==> src/hdl/power_mgmt_pkg.sv <==
// Constants, types and helpers shared by the power management block.
package power_mgmt_pkg;

   // ************************************************************
   // Register addresses
   // ************************************************************
   localparam logic [7:0] ADDR_IRQ_PRIO_TWO = 8'hA9;
   localparam logic [7:0] ADDR_EVENT_ENABLE = 8'hEC;
   localparam logic [7:0] ADDR_EVENT_FLAGS = 8'hF8;
   localparam logic [7:0] ADDR_PERIPHERAL_CONFIG_REG_CFG = 8'hF4;
   localparam logic [7:0] ADDR_SWITCH_CFG = 8'hF5;
   localparam logic [7:0] ADDR_DELTA = 8'hF3;
   localparam logic [7:0] ADDR_START_MEAS = 8'hD8;
   localparam logic [7:0] ADDR_BAT_THRESH = 8'hFA;
   localparam logic [7:0] ADDR_BAT_RESULT = 8'hDF;
   localparam logic [7:0] ADDR_DCIN_RESULT = 8'hEF;
   localparam logic [7:0] ADDR_PIN_CFG = 8'hFF;

   // ************************************************************
   // Field positions
   // ************************************************************
   localparam int BIT_MASTER_EN = 1;
   localparam int BIT_SOURCE = 6;
   localparam int BIT_SWITCH_OFF = 1;
   localparam int PIN_FN_LSB = 2;
   localparam int BIT_DCIN_LOW = 0;
   localparam int BIT_SWITCHOVER = 1;
   localparam int BIT_BATTERY = 2;
   localparam int BIT_DCIN_ADC = 3;
   localparam int BIT_SAG = 5;
   localparam int BIT_RESTORE = 7;
   localparam logic [7:0] FLAG_MASK = 8'hAF;
   localparam logic [1:0] CAUSE_DCIN = 2'h1;
   localparam logic [1:0] PIN_FN_BATTERY = 2'h1;

   // ************************************************************
   // Reset values
   // ************************************************************
   localparam logic [7:0] RST_REG = 8'h00;
   localparam logic [7:0] RST_THRESH = 8'h00;

   // ************************************************************
   // Timing
   // ************************************************************
   localparam int unsigned CLK_HZ = 10_000_000;
   localparam int unsigned DCIN_SWITCH_MS = 30;
   localparam int unsigned RESTORE_MS = 130;
   localparam int unsigned STROBE_MS = 100;
   localparam int unsigned DCIN_SWITCH_CYC = DCIN_SWITCH_MS * (CLK_HZ / 1000);
   localparam int unsigned RESTORE_CYC = RESTORE_MS * (CLK_HZ / 1000);
   localparam int unsigned STROBE_CYC = STROBE_MS * (CLK_HZ / 1000);

   typedef enum logic [1:0] {
      ON_MAIN = 2'b01,
      ON_BATTERY = 2'b10
   } supply_state_t;

   function automatic logic [7:0] abs_diff(input logic [7:0] a,
                                           input logic [7:0] b);
      abs_diff = (a > b) ? 8'(a - b) : 8'(b - a);
   endfunction

endpackage

==> src/hdl/delay_timer.sv <==
// Qualification timer: expires once its run input has held long enough.
`timescale 1ns/1ps
module delay_timer #(
   parameter int unsigned CYCLES = 1
) (
   input wire logic sys_clk,
   input wire logic rst_n,
   input wire logic run,
   output logic expired
);
   localparam int W = $clog2(CYCLES + 1);
   logic [W-1:0] count_reg;

   // Any drop of run restarts the wait, so a glitch never shortens it.
   always_ff @(posedge sys_clk or negedge rst_n) begin
      if (!rst_n) begin
         count_reg <= '0;
         expired <= 1'b0;
      end else if (!run) begin
         count_reg <= '0;
         expired <= 1'b0;
      end else if (count_reg >= W'(CYCLES - 1)) begin
         expired <= 1'b1;
      end else begin
         count_reg <= count_reg + 1'b1;
      end
   end
endmodule // delay_timer

==> src/hdl/sag_counter.sv <==
// Counts consecutive line cycles below the sag level.
`timescale 1ns/1ps
module sag_counter (
   input wire logic sys_clk,
   input wire logic rst_n,
   input wire logic line_cycle,
   input wire logic line_below_sag,
   input wire logic [7:0] sag_cycle_count_setting,
   output logic sag_hit
);
   logic [7:0] count_reg;
   logic [7:0] target;

   // A setting of zero is treated as one cycle.
   assign target = (sag_cycle_count_setting == 8'h00) ? 8'h01 :
                   sag_cycle_count_setting;

   // One pulse per sag; the count stops until the line recovers.
   always_ff @(posedge sys_clk or negedge rst_n) begin
      if (!rst_n) begin
         count_reg <= 8'h00;
         sag_hit <= 1'b0;
      end else begin
         sag_hit <= 1'b0;
         if (!line_below_sag) begin
            count_reg <= 8'h00;
         end else if (line_cycle && count_reg < target) begin
            count_reg <= count_reg + 8'h01;
            sag_hit <= (count_reg + 8'h01 == target);
         end
      end
   end
endmodule // sag_counter

==> src/hdl/power_mgmt.sv <==
// Supply switchover control and shared power event interrupt.
`timescale 1ns/1ps

module power_mgmt
   import power_mgmt_pkg::*;
#(
   parameter int unsigned SWITCH_CYCLES = DCIN_SWITCH_CYC,
   parameter int unsigned RESTORE_CYCLES = RESTORE_CYC,
   parameter int unsigned STROBE_CYCLES = STROBE_CYC
) (
   input wire logic sys_clk,
   input wire logic rst_n,
   input wire logic [7:0] sfr_addr,
   input wire logic [7:0] sfr_wdata,
   input wire logic sfr_wr,
   input wire logic sfr_rd,
   output logic [7:0] sfr_rdata,
   input wire logic vdd_ok,
   input wire logic dc_supervisory_input_ok,
   input wire logic battery_control_pin,
   input wire logic dcin_adc_valid,
   input wire logic [7:0] dcin_adc_data,
   input wire logic bat_adc_valid,
   input wire logic [7:0] bat_adc_data,
   input wire logic line_cycle,
   input wire logic line_below_sag,
   input wire logic [7:0] sag_cycle_count_setting,
   output logic internal_supply_rail,
   output logic dcin_conv_start,
   output logic power_irq
);

   // ************************************************************
   // Registers and state
   // ************************************************************
   logic [7:0] interrupt_enable_priority_two_reg;
   logic [7:0] power_event_enable_reg;
   logic [7:0] power_event_flags_reg;
   logic [7:0] power_event_flags_next;
   logic [7:0] switchover_config_reg;
   logic [7:0] temp_supply_delta_reg;
   logic [7:0] battery_threshold_reg;
   logic [7:0] battery_result_reg;
   logic [7:0] dcin_result_reg;
   logic [7:0] pin_config_reg;
   logic [7:0] rd_value;
   supply_state_t state_reg;
   supply_state_t state_next;
   logic pin_prev_reg;
   logic dcin_low_prev_reg;
   logic bat_low_prev_reg;
   logic sw_meas_pending_reg;
   logic [$clog2(STROBE_CYCLES + 1)-1:0] strobe_count_reg;
   logic strobe;

   // ************************************************************
   // Decode of configuration
   // ************************************************************
   logic [1:0] switchover_cause_select;
   logic [1:0] ext_pin_function_select;
   logic switch_disabled;
   logic dcin_cause;
   logic pin_cause;
   logic power_irq_master_enable;
   logic pin_fall;
   logic dcin_low;
   logic bat_low;
   logic restore_cond;
   logic dcin_expired;
   logic restore_expired;
   logic sag_hit;
   logic wr_flags;
   logic wr_start;

   assign switchover_cause_select = switchover_config_reg[1:0];
   assign ext_pin_function_select = pin_config_reg[PIN_FN_LSB +: 2];
   assign switch_disabled = switchover_config_reg[BIT_SWITCH_OFF];
   assign dcin_cause = (switchover_cause_select == CAUSE_DCIN);
   assign pin_cause = (ext_pin_function_select == PIN_FN_BATTERY);
   assign power_irq_master_enable =
      interrupt_enable_priority_two_reg[BIT_MASTER_EN];
   assign pin_fall = pin_prev_reg && !battery_control_pin;
   assign dcin_low = !dc_supervisory_input_ok;
   assign bat_low = battery_result_reg < battery_threshold_reg;
   assign wr_flags = sfr_wr && (sfr_addr == ADDR_EVENT_FLAGS);
   assign wr_start = sfr_wr && (sfr_addr == ADDR_START_MEAS);

   // All enabled causes must be false.
   // Main ok, plus input ok when selected.
   // Pin must be high when enabled.
   assign restore_cond = vdd_ok &&
                         (!dcin_cause || dc_supervisory_input_ok) &&
                         (!pin_cause || battery_control_pin);

   // ************************************************************
   // Qualification timers
   // ************************************************************
   // Low input held before switchover.
   delay_timer #(
      .CYCLES(SWITCH_CYCLES)
   ) u_switch_timer (
      .sys_clk(sys_clk),
      .rst_n(rst_n),
      .run(state_reg == ON_MAIN && dcin_cause && dcin_low),
      .expired(dcin_expired)
   );

   delay_timer #(
      .CYCLES(RESTORE_CYCLES)
   ) u_restore_timer (
      .sys_clk(sys_clk),
      .rst_n(rst_n),
      .run(state_reg == ON_BATTERY && restore_cond),
      .expired(restore_expired)
   );

   sag_counter u_sag (
      .sys_clk(sys_clk),
      .rst_n(rst_n),
      .line_cycle(line_cycle),
      .line_below_sag(line_below_sag),
      .sag_cycle_count_setting(sag_cycle_count_setting),
      .sag_hit(sag_hit)
   );

   // ************************************************************
   // Supply source state machine
   // ************************************************************
   // A main supply drop acts on the next edge; it is not timed.
   always_comb begin
      state_next = state_reg;
      case (state_reg)
         ON_MAIN: begin
            if (!switch_disabled &&
                (!vdd_ok || dcin_expired || (pin_cause && pin_fall))) begin
               state_next = ON_BATTERY;
            end
         end
         ON_BATTERY: begin
            if (switch_disabled || restore_expired) begin
               state_next = ON_MAIN;
            end
         end
         default: begin
            state_next = ON_MAIN;
         end
      endcase
   end

   always_ff @(posedge sys_clk or negedge rst_n) begin
      if (!rst_n) begin
         state_reg <= ON_MAIN;
      end else begin
         state_reg <= state_next;
      end
   end

   always_ff @(posedge sys_clk or negedge rst_n) begin
      if (!rst_n) begin
         internal_supply_rail <= 1'b1;
      end else begin
         internal_supply_rail <= (state_next == ON_MAIN);
      end
   end

   // ************************************************************
   // Edge history
   // ************************************************************
   always_ff @(posedge sys_clk or negedge rst_n) begin
      if (!rst_n) begin
         pin_prev_reg <= 1'b1;
         dcin_low_prev_reg <= 1'b0;
         bat_low_prev_reg <= 1'b0;
      end else begin
         pin_prev_reg <= battery_control_pin;
         dcin_low_prev_reg <= dcin_low;
         bat_low_prev_reg <= bat_low;
      end
   end

   // ************************************************************
   // Measurement scheduling
   // ************************************************************
   // Background conversion strobe.
   always_ff @(posedge sys_clk or negedge rst_n) begin
      if (!rst_n) begin
         strobe_count_reg <= '0;
      end else if (strobe) begin
         strobe_count_reg <= '0;
      end else begin
         strobe_count_reg <= strobe_count_reg + 1'b1;
      end
   end

   assign strobe = (strobe_count_reg ==
                    ($clog2(STROBE_CYCLES + 1))'(STROBE_CYCLES - 1));

   always_ff @(posedge sys_clk or negedge rst_n) begin
      if (!rst_n) begin
         dcin_conv_start <= 1'b0;
      end else begin
         dcin_conv_start <= strobe || wr_start;
      end
   end

   // A software request always reports its result, even without a change.
   always_ff @(posedge sys_clk or negedge rst_n) begin
      if (!rst_n) begin
         sw_meas_pending_reg <= 1'b0;
      end else if (wr_start) begin
         sw_meas_pending_reg <= 1'b1;
      end else if (dcin_adc_valid) begin
         sw_meas_pending_reg <= 1'b0;
      end
   end

   always_ff @(posedge sys_clk or negedge rst_n) begin
      if (!rst_n) begin
         dcin_result_reg <= RST_REG;
      end else if (dcin_adc_valid) begin
         dcin_result_reg <= dcin_adc_data;
      end
   end

   always_ff @(posedge sys_clk or negedge rst_n) begin
      if (!rst_n) begin
         battery_result_reg <= RST_REG;
      end else if (bat_adc_valid) begin
         battery_result_reg <= bat_adc_data;
      end
   end

   // ************************************************************
   // Event flags
   // ************************************************************
   always_comb begin
      power_event_flags_next = power_event_flags_reg;
      if (wr_flags) begin
         power_event_flags_next = power_event_flags_reg & sfr_wdata;
      end
      // Sets follow clears, so sets win.
      if (dcin_low && !dcin_low_prev_reg) begin
         power_event_flags_next[BIT_DCIN_LOW] = 1'b1;
      end
      if (state_reg == ON_MAIN && state_next == ON_BATTERY) begin
         power_event_flags_next[BIT_SWITCHOVER] = 1'b1;
      end
      if (state_reg == ON_BATTERY && state_next == ON_MAIN) begin
         power_event_flags_next[BIT_RESTORE] = 1'b1;
      end
      // New result or fall below threshold.
      if (bat_adc_valid || (bat_low && !bat_low_prev_reg)) begin
         power_event_flags_next[BIT_BATTERY] = 1'b1;
      end
      if (dcin_adc_valid &&
          (sw_meas_pending_reg ||
           abs_diff(dcin_adc_data, dcin_result_reg) >
           temp_supply_delta_reg)) begin
         power_event_flags_next[BIT_DCIN_ADC] = 1'b1;
      end
      if (sag_hit) begin
         power_event_flags_next[BIT_SAG] = 1'b1;
      end
   end

   always_ff @(posedge sys_clk or negedge rst_n) begin
      if (!rst_n) begin
         power_event_flags_reg <= RST_REG;
      end else begin
         power_event_flags_reg <= power_event_flags_next & FLAG_MASK;
      end
   end

   // ************************************************************
   // Interrupt output
   // ************************************************************
   // Driven from the next flag value so a set reaches the pin at once.
   always_ff @(posedge sys_clk or negedge rst_n) begin
      if (!rst_n) begin
         power_irq <= 1'b0;
      end else begin
         // Nothing passes while master is off.
         power_irq <= power_irq_master_enable &&
                      |(power_event_flags_next & power_event_enable_reg &
                        FLAG_MASK);
      end
   end

   // ************************************************************
   // Register writes
   // ************************************************************
   // Master enable clear at reset.
   always_ff @(posedge sys_clk or negedge rst_n) begin
      if (!rst_n) begin
         interrupt_enable_priority_two_reg <= RST_REG;
      end else if (sfr_wr && sfr_addr == ADDR_IRQ_PRIO_TWO) begin
         interrupt_enable_priority_two_reg <= sfr_wdata;
      end
   end

   always_ff @(posedge sys_clk or negedge rst_n) begin
      if (!rst_n) begin
         power_event_enable_reg <= RST_REG;
      end else if (sfr_wr && sfr_addr == ADDR_EVENT_ENABLE) begin
         power_event_enable_reg <= sfr_wdata;
      end
   end

   always_ff @(posedge sys_clk or negedge rst_n) begin
      if (!rst_n) begin
         switchover_config_reg <= RST_REG;
         temp_supply_delta_reg <= RST_THRESH;
         battery_threshold_reg <= RST_THRESH;
         pin_config_reg <= RST_REG;
      end else if (sfr_wr) begin
         if (sfr_addr == ADDR_SWITCH_CFG) begin
            switchover_config_reg <= sfr_wdata;
         end else if (sfr_addr == ADDR_DELTA) begin
            temp_supply_delta_reg <= sfr_wdata;
         end else if (sfr_addr == ADDR_BAT_THRESH) begin
            battery_threshold_reg <= sfr_wdata;
         end else if (sfr_addr == ADDR_PIN_CFG) begin
            pin_config_reg <= sfr_wdata;
         end
      end
   end

   // ************************************************************
   // Register reads
   // ************************************************************
   always_comb begin
      rd_value = 8'h00;
      if (sfr_addr == ADDR_IRQ_PRIO_TWO) begin
         rd_value = interrupt_enable_priority_two_reg;
      end else if (sfr_addr == ADDR_EVENT_ENABLE) begin
         rd_value = power_event_enable_reg;
      end else if (sfr_addr == ADDR_EVENT_FLAGS) begin
         rd_value = power_event_flags_reg;
      end else if (sfr_addr == ADDR_PERIPHERAL_CONFIG_REG_CFG) begin
         rd_value[BIT_SOURCE] = internal_supply_rail;
      end else if (sfr_addr == ADDR_SWITCH_CFG) begin
         rd_value = switchover_config_reg;
      end else if (sfr_addr == ADDR_DELTA) begin
         rd_value = temp_supply_delta_reg;
      end else if (sfr_addr == ADDR_BAT_THRESH) begin
         rd_value = battery_threshold_reg;
      end else if (sfr_addr == ADDR_BAT_RESULT) begin
         rd_value = battery_result_reg;
      end else if (sfr_addr == ADDR_DCIN_RESULT) begin
         rd_value = dcin_result_reg;
      end else if (sfr_addr == ADDR_PIN_CFG) begin
         rd_value = pin_config_reg;
      end
   end

   // Read data is held between reads so the core may sample it late.
   always_ff @(posedge sys_clk or negedge rst_n) begin
      if (!rst_n) begin
         sfr_rdata <= 8'h00;
      end else if (sfr_rd) begin
         sfr_rdata <= rd_value;
      end
   end

endmodule // power_mgmt

==> config.mk <==
export PLATFORM = sky130hd
export DESIGN_NAME = power_mgmt
export DESIGN_NICKNAME = d
export VERILOG_FILES = /design/src/hdl/power_mgmt_pkg.sv /design/src/hdl/delay_timer.sv /design/src/hdl/sag_counter.sv /design/src/hdl/power_mgmt.sv
export SDC_FILE = /design/constraint.sdc
export NUM_CORES = 1
export LEC_CHECK = 0
export BUFFER_PORTS_ARGS = -buffer_cell sky130_fd_sc_hd__buf_2
export CORE_AREA = 2 2 139 141
export CTS_CLUSTER_DIAMETER = 120
export CTS_CLUSTER_SIZE = 16
export DETAILED_ROUTE_END_ITERATION = 8
export DIE_AREA = 0 0 141 143
export PLACE_DENSITY = 0.67
export SETUP_SLACK_MARGIN = 0.3
export SYNTH_ARGS = -nofsm -noshare
export SYNTH_HDL_FRONTEND = slang
export SYNTH_SLANG_ARGS = --single-unit
==> constraint.sdc <==
create_clock -name sys_clk -period 6.3 [get_ports sys_clk]
set_clock_uncertainty 0.1 [all_clocks]
set_input_delay 1.575 -clock sys_clk [delete_from_list [all_inputs] [get_ports sys_clk]]
set_output_delay 1.575 -clock sys_clk [all_outputs]
set_load 0.01 [all_outputs]
After elaboration in Yosys (flattened, before gate mapping)
Index checks and enable logic that the tools add are counted.
{"block": "word_totals", "in_bits": 51, "out_inout_bits": 11, "reg_bits": 158}
{"block": "op_classes", "eq_ne": 24, "n_addsub": 6, "n_bitwise": 5, "magnitude_cmp": 6, "n_mux": 39, "reduce_logical": 42}
{"op": "2-to-1 mux 8 bit", "n": 14}
{"op": "== test 8 bit (second input constant)", "n": 11}
{"op": "2-to-1 mux 21 bit", "n": 2}
{"op": "2-to-1 mux 19 bit", "n": 2}
{"op": "adder 21 x 1 -> 21 bit (second input constant)", "n": 1}
{"op": "greater-or-equal comparator 21 bit (second input constant)", "n": 1}
{"op": "adder 20 x 1 -> 20 bit (second input constant)", "n": 1}
{"op": "== test 20 bit (second input constant)", "n": 1}
{"op": "2-to-1 mux 20 bit", "n": 1}
{"op": "adder 19 x 1 -> 19 bit (second input constant)", "n": 1}
{"op": "greater-or-equal comparator 19 bit (second input constant)", "n": 1}
{"op": "logical AND 1 bit", "n": 19}
{"op": "bitwise AND 8 bit", "n": 2}
{"op": "greater-than comparator 8 bit", "n": 2}
{"op": "less-than comparator 8 bit", "n": 2}
{"op": "2-to-1 mux 1 bit", "n": 16}
{"op": "subtractor 8 bit", "n": 2}
{"op": "adder 8 x 1 -> 8 bit (second input constant)", "n": 1}
{"op": "== test 2 x 1 -> 1 bit (second input constant)", "n": 4}
{"op": "== test 8 bit", "n": 1}
{"op": "logical NOT 1 bit", "n": 8}
{"op": "logical NOT 8 bit", "n": 1}
{"op": "logical OR 1 bit", "n": 8}
{"op": "!= test 2 bit (second input constant)", "n": 4}
{"op": "12 further kinds", "n": 16}

Longest topological paths before layout
Gate-level depths: netlist of the first run.
{"block": "depth", "ltp_word": 13, "depth_mapped": 16, "mapped_depth_nobuf": 16}

By module
A second synthesis of the first run with hierarchy kept.
{"block": "hier_totals", "cells_unflattened": 996, "hier_area_um2": 9640.5}
{"mod": "power_mgmt", "n_inst": 1, "area_per_inst_um2": 6244.7, "cells_per_inst": 630}
{"mod": "delay_timer (u_restore_timer)", "n_inst": 1, "area_per_inst_um2": 1318.8, "cells_per_inst": 143}
{"mod": "delay_timer (u_switch_timer)", "n_inst": 1, "area_per_inst_um2": 1211.2, "cells_per_inst": 124}
{"mod": "sag_counter", "n_inst": 1, "area_per_inst_um2": 865.8, "cells_per_inst": 99}

Worst setup path before layout of the first run
No wires, ideal clock.
{"block": "synth_timing", "kind": "input-to-reg", "startpoint": "input dcin_adc_data[5]", "endpoint": "register power_irq", "arrival_ps": 4556, "slack_ps": 1515, "cell_stages": 15, "setup_time_ps": 129, "required_ps": 6071, "path_buffers": 1, "cell_sequence": "inv_1 > ha_1 > clkbuf_1 > a2111oi_0 > o21ai_1 > nand3_1 > nand4_1 > a211oi_1 > xnor2_1 > ha_1 > nand4_1 > o31a_1 > o21ai_0 > a21boi_0 > o41a_1"}
{"block": "synth_via", "elab_chain_len": 9, "word_cells_on_any_way": 11}
{"element": "start, declared", "line_no": "power_mgmt.sv:22", "text": "input wire logic [7:0] dcin_adc_data,"}
{"element": "subtractor 8 bit / greater-than comparator 8 bit (equally long branches)", "line_no": "power_mgmt_pkg.sv:60", "text": "abs_diff = (a > b) ? 8'(a - b) : 8'(b - a);"}
{"element": "2-to-1 mux 8 bit *", "line_no": "power_mgmt_pkg.sv:60"}
{"element": "greater-than comparator 8 bit *", "line_no": "power_mgmt.sv:257", "text": "abs_diff(dcin_adc_data, dcin_result_reg) >"}
{"element": "logical OR 1 bit *", "line_no": "power_mgmt.sv:256", "text": "(sw_meas_pending_reg ||"}
{"element": "logical AND 1 bit *", "line_no": "power_mgmt.sv:255", "text": "if (dcin_adc_valid &&"}
{"element": "2-to-1 mux 1 bit *", "line_no": "power_mgmt.sv:255"}
{"element": "bitwise AND 8 bit *", "line_no": "power_mgmt.sv:284", "text": "|(power_event_flags_next & power_event_enable_reg &"}
{"element": "OR reduction 6 bit *", "line_no": "power_mgmt.sv:284"}
{"element": "logical AND 1 bit *", "line_no": "power_mgmt.sv:283", "text": "power_irq <= power_irq_master_enable &&"}
{"element": "end signal, assigned", "line_no": "power_mgmt.sv:283"}
{"element": "end, declared", "line_no": "power_mgmt.sv:30", "text": "output logic power_irq"}
Mark *: on every way between the ends. The rest lies on a longest branch, timed or not.
A chain may end at the register's enable or synchronous reset.

Final worst setup path of the first run
Same ends and word-level chain as after synthesis.

==> key figures, run 1 <==
Run status
  • Status: finished, final reports clean

Worst setup path
  • Worst setup EP type: flip-flop
  • Flop2flop setup slack: 2230 ps
  • Slowest stage delay, CP: 600 ps
  • CP Launch Type: input pin
  • Reg2Reg Capture Point: power_irq$_DFF_PN0_
  • CP Data Required Time: 6510 ps
  • Cells on worst reg2reg path: 13
  • Critical Path Fanout Max: 9
  • Most used cell, CP: o21ai_0
  • Setup Crit Path Kind: input pin to flip-flop
  • Crit path from: dcin_adc_data[5]
  • Slowest CP cell: a2111oi_0
  • CP arrival: 5150 ps
  • Worst R2R Start: dcin_result_reg[5]$_DFFE_PN0P_
  • Worst-path cell chain: buf_2 > inv_1 > ha_1 > a2111oi_0 > o21ai_1 > nand3_1 > nand4_1 > a211oi_1 > xnor2_1 > ha_1 > o21ai_0 > o21ai_0 > o21ai_0 > a21boi_0 > o41a_1
  • Crit path to: power_irq$_DFF_PN0_

Die
  • Core Region: 18600 um^2
  • Initial Utilization: 49.6%
  • DIE AREA: 20200 um^2
  • Cell Rows: 50
  • Die height: 143 um
  • Die X-Extent: 141 um
  • I/O pins: 62

Synthesis
  • Post-synth ARST share: 100%
  • Synth Area per Inst: 9.79 um^2
  • Sequential area share after synthesis: 42.9%
  • Post-Syn Area: 9220 um^2
  • Synth unique cells: 80
  • Post-synthesis cell count: 942
  • Main synth FF type: dfrtp_1
  • Post-synth EDFFs: 0
  • YS warnings: 0
  • Post-synth net total: 1039
  • FF+latch count, synth: 158

Power
  • P_leak: 4.63 nW
  • Worst VDD drop: 139 uV
  • Pwr per Cell Area: 247 nW/um^2

Cells and area
  • Design area: 10300 um^2
  • Share of layout cells above drive strength 1: 16.9%
  • Leading cell type in the layout, fill and taps excluded: dfrtp_1
  • Most frequent cells in the layout: dfrtp_1 (155), nor2_1 (70), nand2_1 (67)
  • Number of flip-flops in the largest register: 21
  • Area Growth Syn to Fin: 11.9%
  • Non-filler cells in the finished layout: 1239
  • # diodes: 0
  • NumNets Final: 1090

Clocking
  • CTS Buf Count: 17
  • Clock buffer depth: 2
  • Latest clock arrival within the worst-skew pair: 430 ps
  • Hold buffers post-CTS: 0
  • Post-CTS Setup Repair Bufs: 0
  • Worst-path clk slew: 70 ps
  • Clk sinks: 158
  • CTS tree: yes
  • H-tree depth: 4
  • CTS resizes: 0
  • CTS root buf: clkbuf_16

Global route
  • All-layer global routing usage: 21.4%
  • Initial antenna violation count: 0
  • Grt total ovfl: 0
  • Vias in the first global route: 6910
  • Largest net degree at the start of global routing: 67
  • First-pass GRT wire length: 34500 um

Drt
  • Drt total wl: 20400 um
  • Via count: 7152
  • Drt drc: 0
  • Drt pass-1 iters: 5
  • Avg Vias per Cell: 5.77
  • Antenna viol nets, final: 0
  • Wire per inst: 16.4 um
  • Initial DRC Count: 485

Timing
  • Slew @ Worst Pin: 1140 ps
  • Final worst path period share: 78.4%
  • Crit path time final: 4940 ps
  • Achievable Freq: 0.202 GHz
  • Setup violators final: 0
  • Final hold vios: 0
  • Relative slew margins: 23.3%
  • Max-slew violations: 0
  • Total negative slack: 0 ps
  • RSZ-0062 raised after global routing: false
  • Final setup margin: 1360 ps
  • Hold Slack: 366 ps

Place
  • Port bufs: 61
  • Post-Place Cells: 1208
  • Pre-CTS WS: 932 ps
  • DP HPWL: 14600 um
  • GPL Wtd Cong: 0.855
  • Cell Area, Placed: 9710 um^2

Hold path
  • Hold Path Class: flip-flop to flip-flop
  • Worst hold path depth: 1

Job
  • Max_cap viols: 0
-- power breakdown --
| group | switching (W) | leakage, nW | internal [W] |
|---|---|---|---|
| sequential | 0.0000391 | 2.10 | 0.00107 |
| clock | 0.000425 | 0.291 | 0.000637 |
| combinational | 0.000224 | 2.24 | 0.000161 |
| total | 0.000687 | 4.63 | 0.00186 |
-- cells by family after synthesis --
group           synth area share (%)
simple gates                    17.2
mux                             8.74
buf+inv                         4.22
flops                           42.9
xor+xnor                        5.51
fa+ha+maj                       6.41
compound gates                  15.0
-- through the flow --
stage,power [W],util (%)
finish,0.00255,55.5
global route,0.00267,55.5
CTS,0.00257,55.5
detailed placement,0.00151,52.3
global placement,0.00150,52.3
floorplan,0.00138,-
-- worst min-delay path by stage --
stage | end | slack, ps | start
after floorplan | power_event_flags_reg[0]$_DFF_PN0_ | 310 | dcin_low_prev_reg$_DFF_PN0_
after global placement | power_event_flags_reg[0]$_DFF_PN0_ | 320 | dcin_low_prev_reg$_DFF_PN0_
after detailed placement | power_event_flags_reg[0]$_DFF_PN0_ | 360 | dcin_low_prev_reg$_DFF_PN0_
after CTS | power_event_flags_reg[0]$_DFF_PN0_ | 370 | dcin_low_prev_reg$_DFF_PN0_
after global routing | power_event_flags_reg[0]$_DFF_PN0_ | 390 | dcin_low_prev_reg$_DFF_PN0_
final | power_event_flags_reg[0]$_DFF_PN0_ | 370 | dcin_low_prev_reg$_DFF_PN0_
-- cell usage after synthesis, types with 15 or more instances --
cell	number	area share, %
clkbuf_1	27	1.1
dfrtp_1	155	42
nand2b_1	15	1.0
inv_1	64	2.6
xnor2_1	36	3.4
nand3_1	34	1.8
nand2_1	67	2.7
nor3_1	15	0.81
o21ai_0	43	2.3
and3_1	17	1.2
ha_1	44	6.0
mux2_2	60	7.3
nor2_1	70	2.8
xor2_1	22	2.1
nand4_1	16	1.1
a21oi_1	37	2.0
-- routing by layer --
| metal | wire length [um] | global-route usage (%) |
|---|---|---|
| met1 | 9550 | 29.1 |
| met2 | 9640 | 34.8 |
| met3 | 717 | 3.66 |
| met4 | 451 | 7.58 |
| met5 | 0 | 0 |
-- area by class of cell --
type | count | area [um^2]
repair buffers | 64 | 334
multi-input cells | 685 | 4870
clock buffers | 20 | 447
well taps | 234 | 293
clock inverters | 11 | 159
inverters | 67 | 251
flip-flops and latches | 158 | 3960
fillers | 1651 | 8270
-- worst max-delay path: cells and delay by family --
kind | cells | cell delay [ps]
buf+inv | 2 | 140
fa+ha+maj | 2 | 670
simple gates | 2 | 310
xor+xnor | 1 | 170
compound gates | 8 | 2280
No activity file was read; power rests on OpenSTA's default activity.
==> run 2, diff against run 1 <==
- PLACE_DENSITY: 0.67 -> 0.7
- clock period: 6.3 -> 4.4 ns (I/O delays scaled with it)
==> run 2 against run 1 <==
Net effect:
- final cell count grew 1.4%
- sequential share of layout area shrank 0.78 points
- critical path depth grew 3
- routed wire length grew 3.1%
- via count grew 2.1%
- critical path type unchanged
- largest cell class unchanged
- highest routed layer is now met5
==> key figures, run 2 (synthesis results as in run 1) <==
Power
  • Pwr per Cell Area: 348 nW/um^2
  • P_leak: 4.73 nW
  • Worst VDD drop: 250 uV

Worst setup path
  • Slowest CP cell: fa_2
  • CP Data Required Time: 4590 ps
  • Critical Path Fanout Max: 3
  • Worst-path cell chain: buf_6 > inv_4 > ha_4 > inv_4 > fa_2 > a211oi_4 > o21ai_2 > nand4b_1 > nand4_1 > buf_4 > buf_4 > xnor2_1 > ha_1 > nand4_1 > o31a_1 > o21ai_2 > a21boi_1 > o41a_1
  • CP arrival: 4150 ps
  • Setup Crit Path Kind: input pin to flip-flop
  • CP Launch Type: input pin
  • Slowest stage delay, CP: 410 ps
  • Worst setup EP type: flip-flop

Die
  • I/O pins: 62
  • Die X-Extent: 141 um
  • Cell Rows: 50
  • Initial Utilization: 49.6%
  • Core Region: 18600 um^2
  • Die height: 143 um
  • DIE AREA: 20200 um^2

Timing
  • Final setup margin: 448 ps
  • Hold Slack: 368 ps
  • Final worst path period share: 89.8%
  • Setup violators final: 0
  • Achievable Freq: 0.253 GHz
  • Slew @ Worst Pin: 1160 ps
  • Final hold vios: 0
  • Max-slew violations: 0
  • Relative slew margins: 22.4%
  • Crit path time final: 3950 ps
  • RSZ-0062 raised after global routing: false

Cells and area
  • Share of layout cells above drive strength 1: 20.1%
  • Area Growth Syn to Fin: 14.2%
  • Fin util: 56.7%
  • Non-filler cells in the finished layout: 1256
  • # diodes: 0
  • NumNets Final: 1106
  • Leading cell type in the layout, fill and taps excluded: dfrtp_1
  • Most frequent cells in the layout: dfrtp_1 (155), nor2_1 (69), nand2_1 (67)
  • Design area: 10500 um^2
  • Number of flip-flops in the largest register: 21

Clocking
  • Latest clock arrival within the worst-skew pair: 430 ps
  • CTS Buf Count: 17
  • Clk sinks: 158
  • Worst-path clk slew: 60 ps
  • Clock buffer depth: 2
  • CTS tree: yes
  • CTS root buf: clkbuf_16
  • H-tree depth: 4

Drt
  • Wire per inst: 16.7 um
  • Via count: 7299
  • Drt total wl: 21000 um
  • Drt pass-1 iters: 5
  • Antenna viol nets, final: 0
  • Initial DRC Count: 566
  • Drt drc: 0
  • Avg Vias per Cell: 5.81

Run status
  • Status: finished, final reports clean

Place
  • GPL Wtd Cong: 0.884
  • Post-Place Cells: 1222
  • DP HPWL: 14900 um
  • Cell Area, Placed: 9840 um^2
  • Pre-CTS WS: -176 ps
  • Port bufs: 61

Global route
  • Most used routing layer: met2
  • Met2 Usage GRT: 36.5%
  • Met3 Use GR: 5.06%
  • Vias in the first global route: 7147
  • Grt total ovfl: 0
  • All-layer global routing usage: 21.8%
  • Met1 GRT Util: 28.3%
  • Initial antenna violation count: 2
  • First-pass GRT wire length: 35100 um
  • Largest net degree at the start of global routing: 84

Job
  • Max_cap viols: 0

Hold path
  • Hold Path Class: flip-flop to flip-flop
## run 2: cell count changes in the layout (fill, tap and decap cells not counted), sizes merged
cell	delta
buf	+16
bufinv	-1
clkbuf	+2
clkinv	+1
inv	-1
## run 2: path summary, 6_finish.rpt
path / from / to / slack [ps] / cells past startpoint
worst max-delay path: dcin_adc_data[0] / power_irq$_DFF_PN0_ / 450 / 18
worst min-delay path: dcin_low_prev_reg$_DFF_PN0_ / power_event_flags_reg[0]$_DFF_PN0_ / 370 / 1
worst max register to register: dcin_result_reg[0]$_DFFE_PN0P_ / power_irq$_DFF_PN0_ / 790 / 16
worst min register to register: dcin_low_prev_reg$_DFF_PN0_ / power_event_flags_reg[0]$_DFF_PN0_ / 370 / 1
max in group asynchronous: rst_n / pin_prev_reg$_DFF_PN1_ / 2690 / 2
min in group asynchronous: rst_n / dcin_result_reg[5]$_DFFE_PN0P_ / 570 / 1
## run 2: critical path, delay by kind of cell
kind	cells	cell delay [ps]
AO/OA/AOI/OAI	6	1230
adder cells (fa/ha/maj)	3	820
buffers and inverters	5	480
AND/OR/NAND/NOR	3	390
XOR/XNOR	1	110
## run 2: layout make-up
cell class	instances	area, um^2
multi-input cells	685	4970
repair buffers	80	473
well taps	234	293
clock inverters	10	114
flip-flops and latches	158	3960
fillers	1592	8050
inverters	67	256
clock buffers	22	464
## run 2: layer usage
layer | part of all wire, % | vias up
met2 | 48 | 178
met4 | 2.6 | 4
met5 | 0.13 | -
li1 | - | 3547
met1 | 45 | 3524
met3 | 4.2 | 46
## run 2: what timing repair did
item,in CTS,in global routing
endpoints found under the hold margin,0,0
setup endpoints to repair,1,1
resized for setup,1,26
hold buffers,0,0
pin swaps,2,17
buffers inserted,0,2
## run 2: where the power goes
group          leakage, nW  internal, W  switching, W
Sequential            2.10      0.00153     0.0000553
Combinational         2.34     0.000275      0.000353
Clock                0.284     0.000865      0.000586
Total                 4.73      0.00267      0.000995
## run 2: per-stage QoR
step           TNS, ps  power, W
6_report             0   0.00366
4_1_cts              0   0.00365
3_3_place_gp     -80.1   0.00217
3_5_place_dp      -176   0.00219
5_1_grt              0   0.00385
2_1_floorplan        0   0.00198
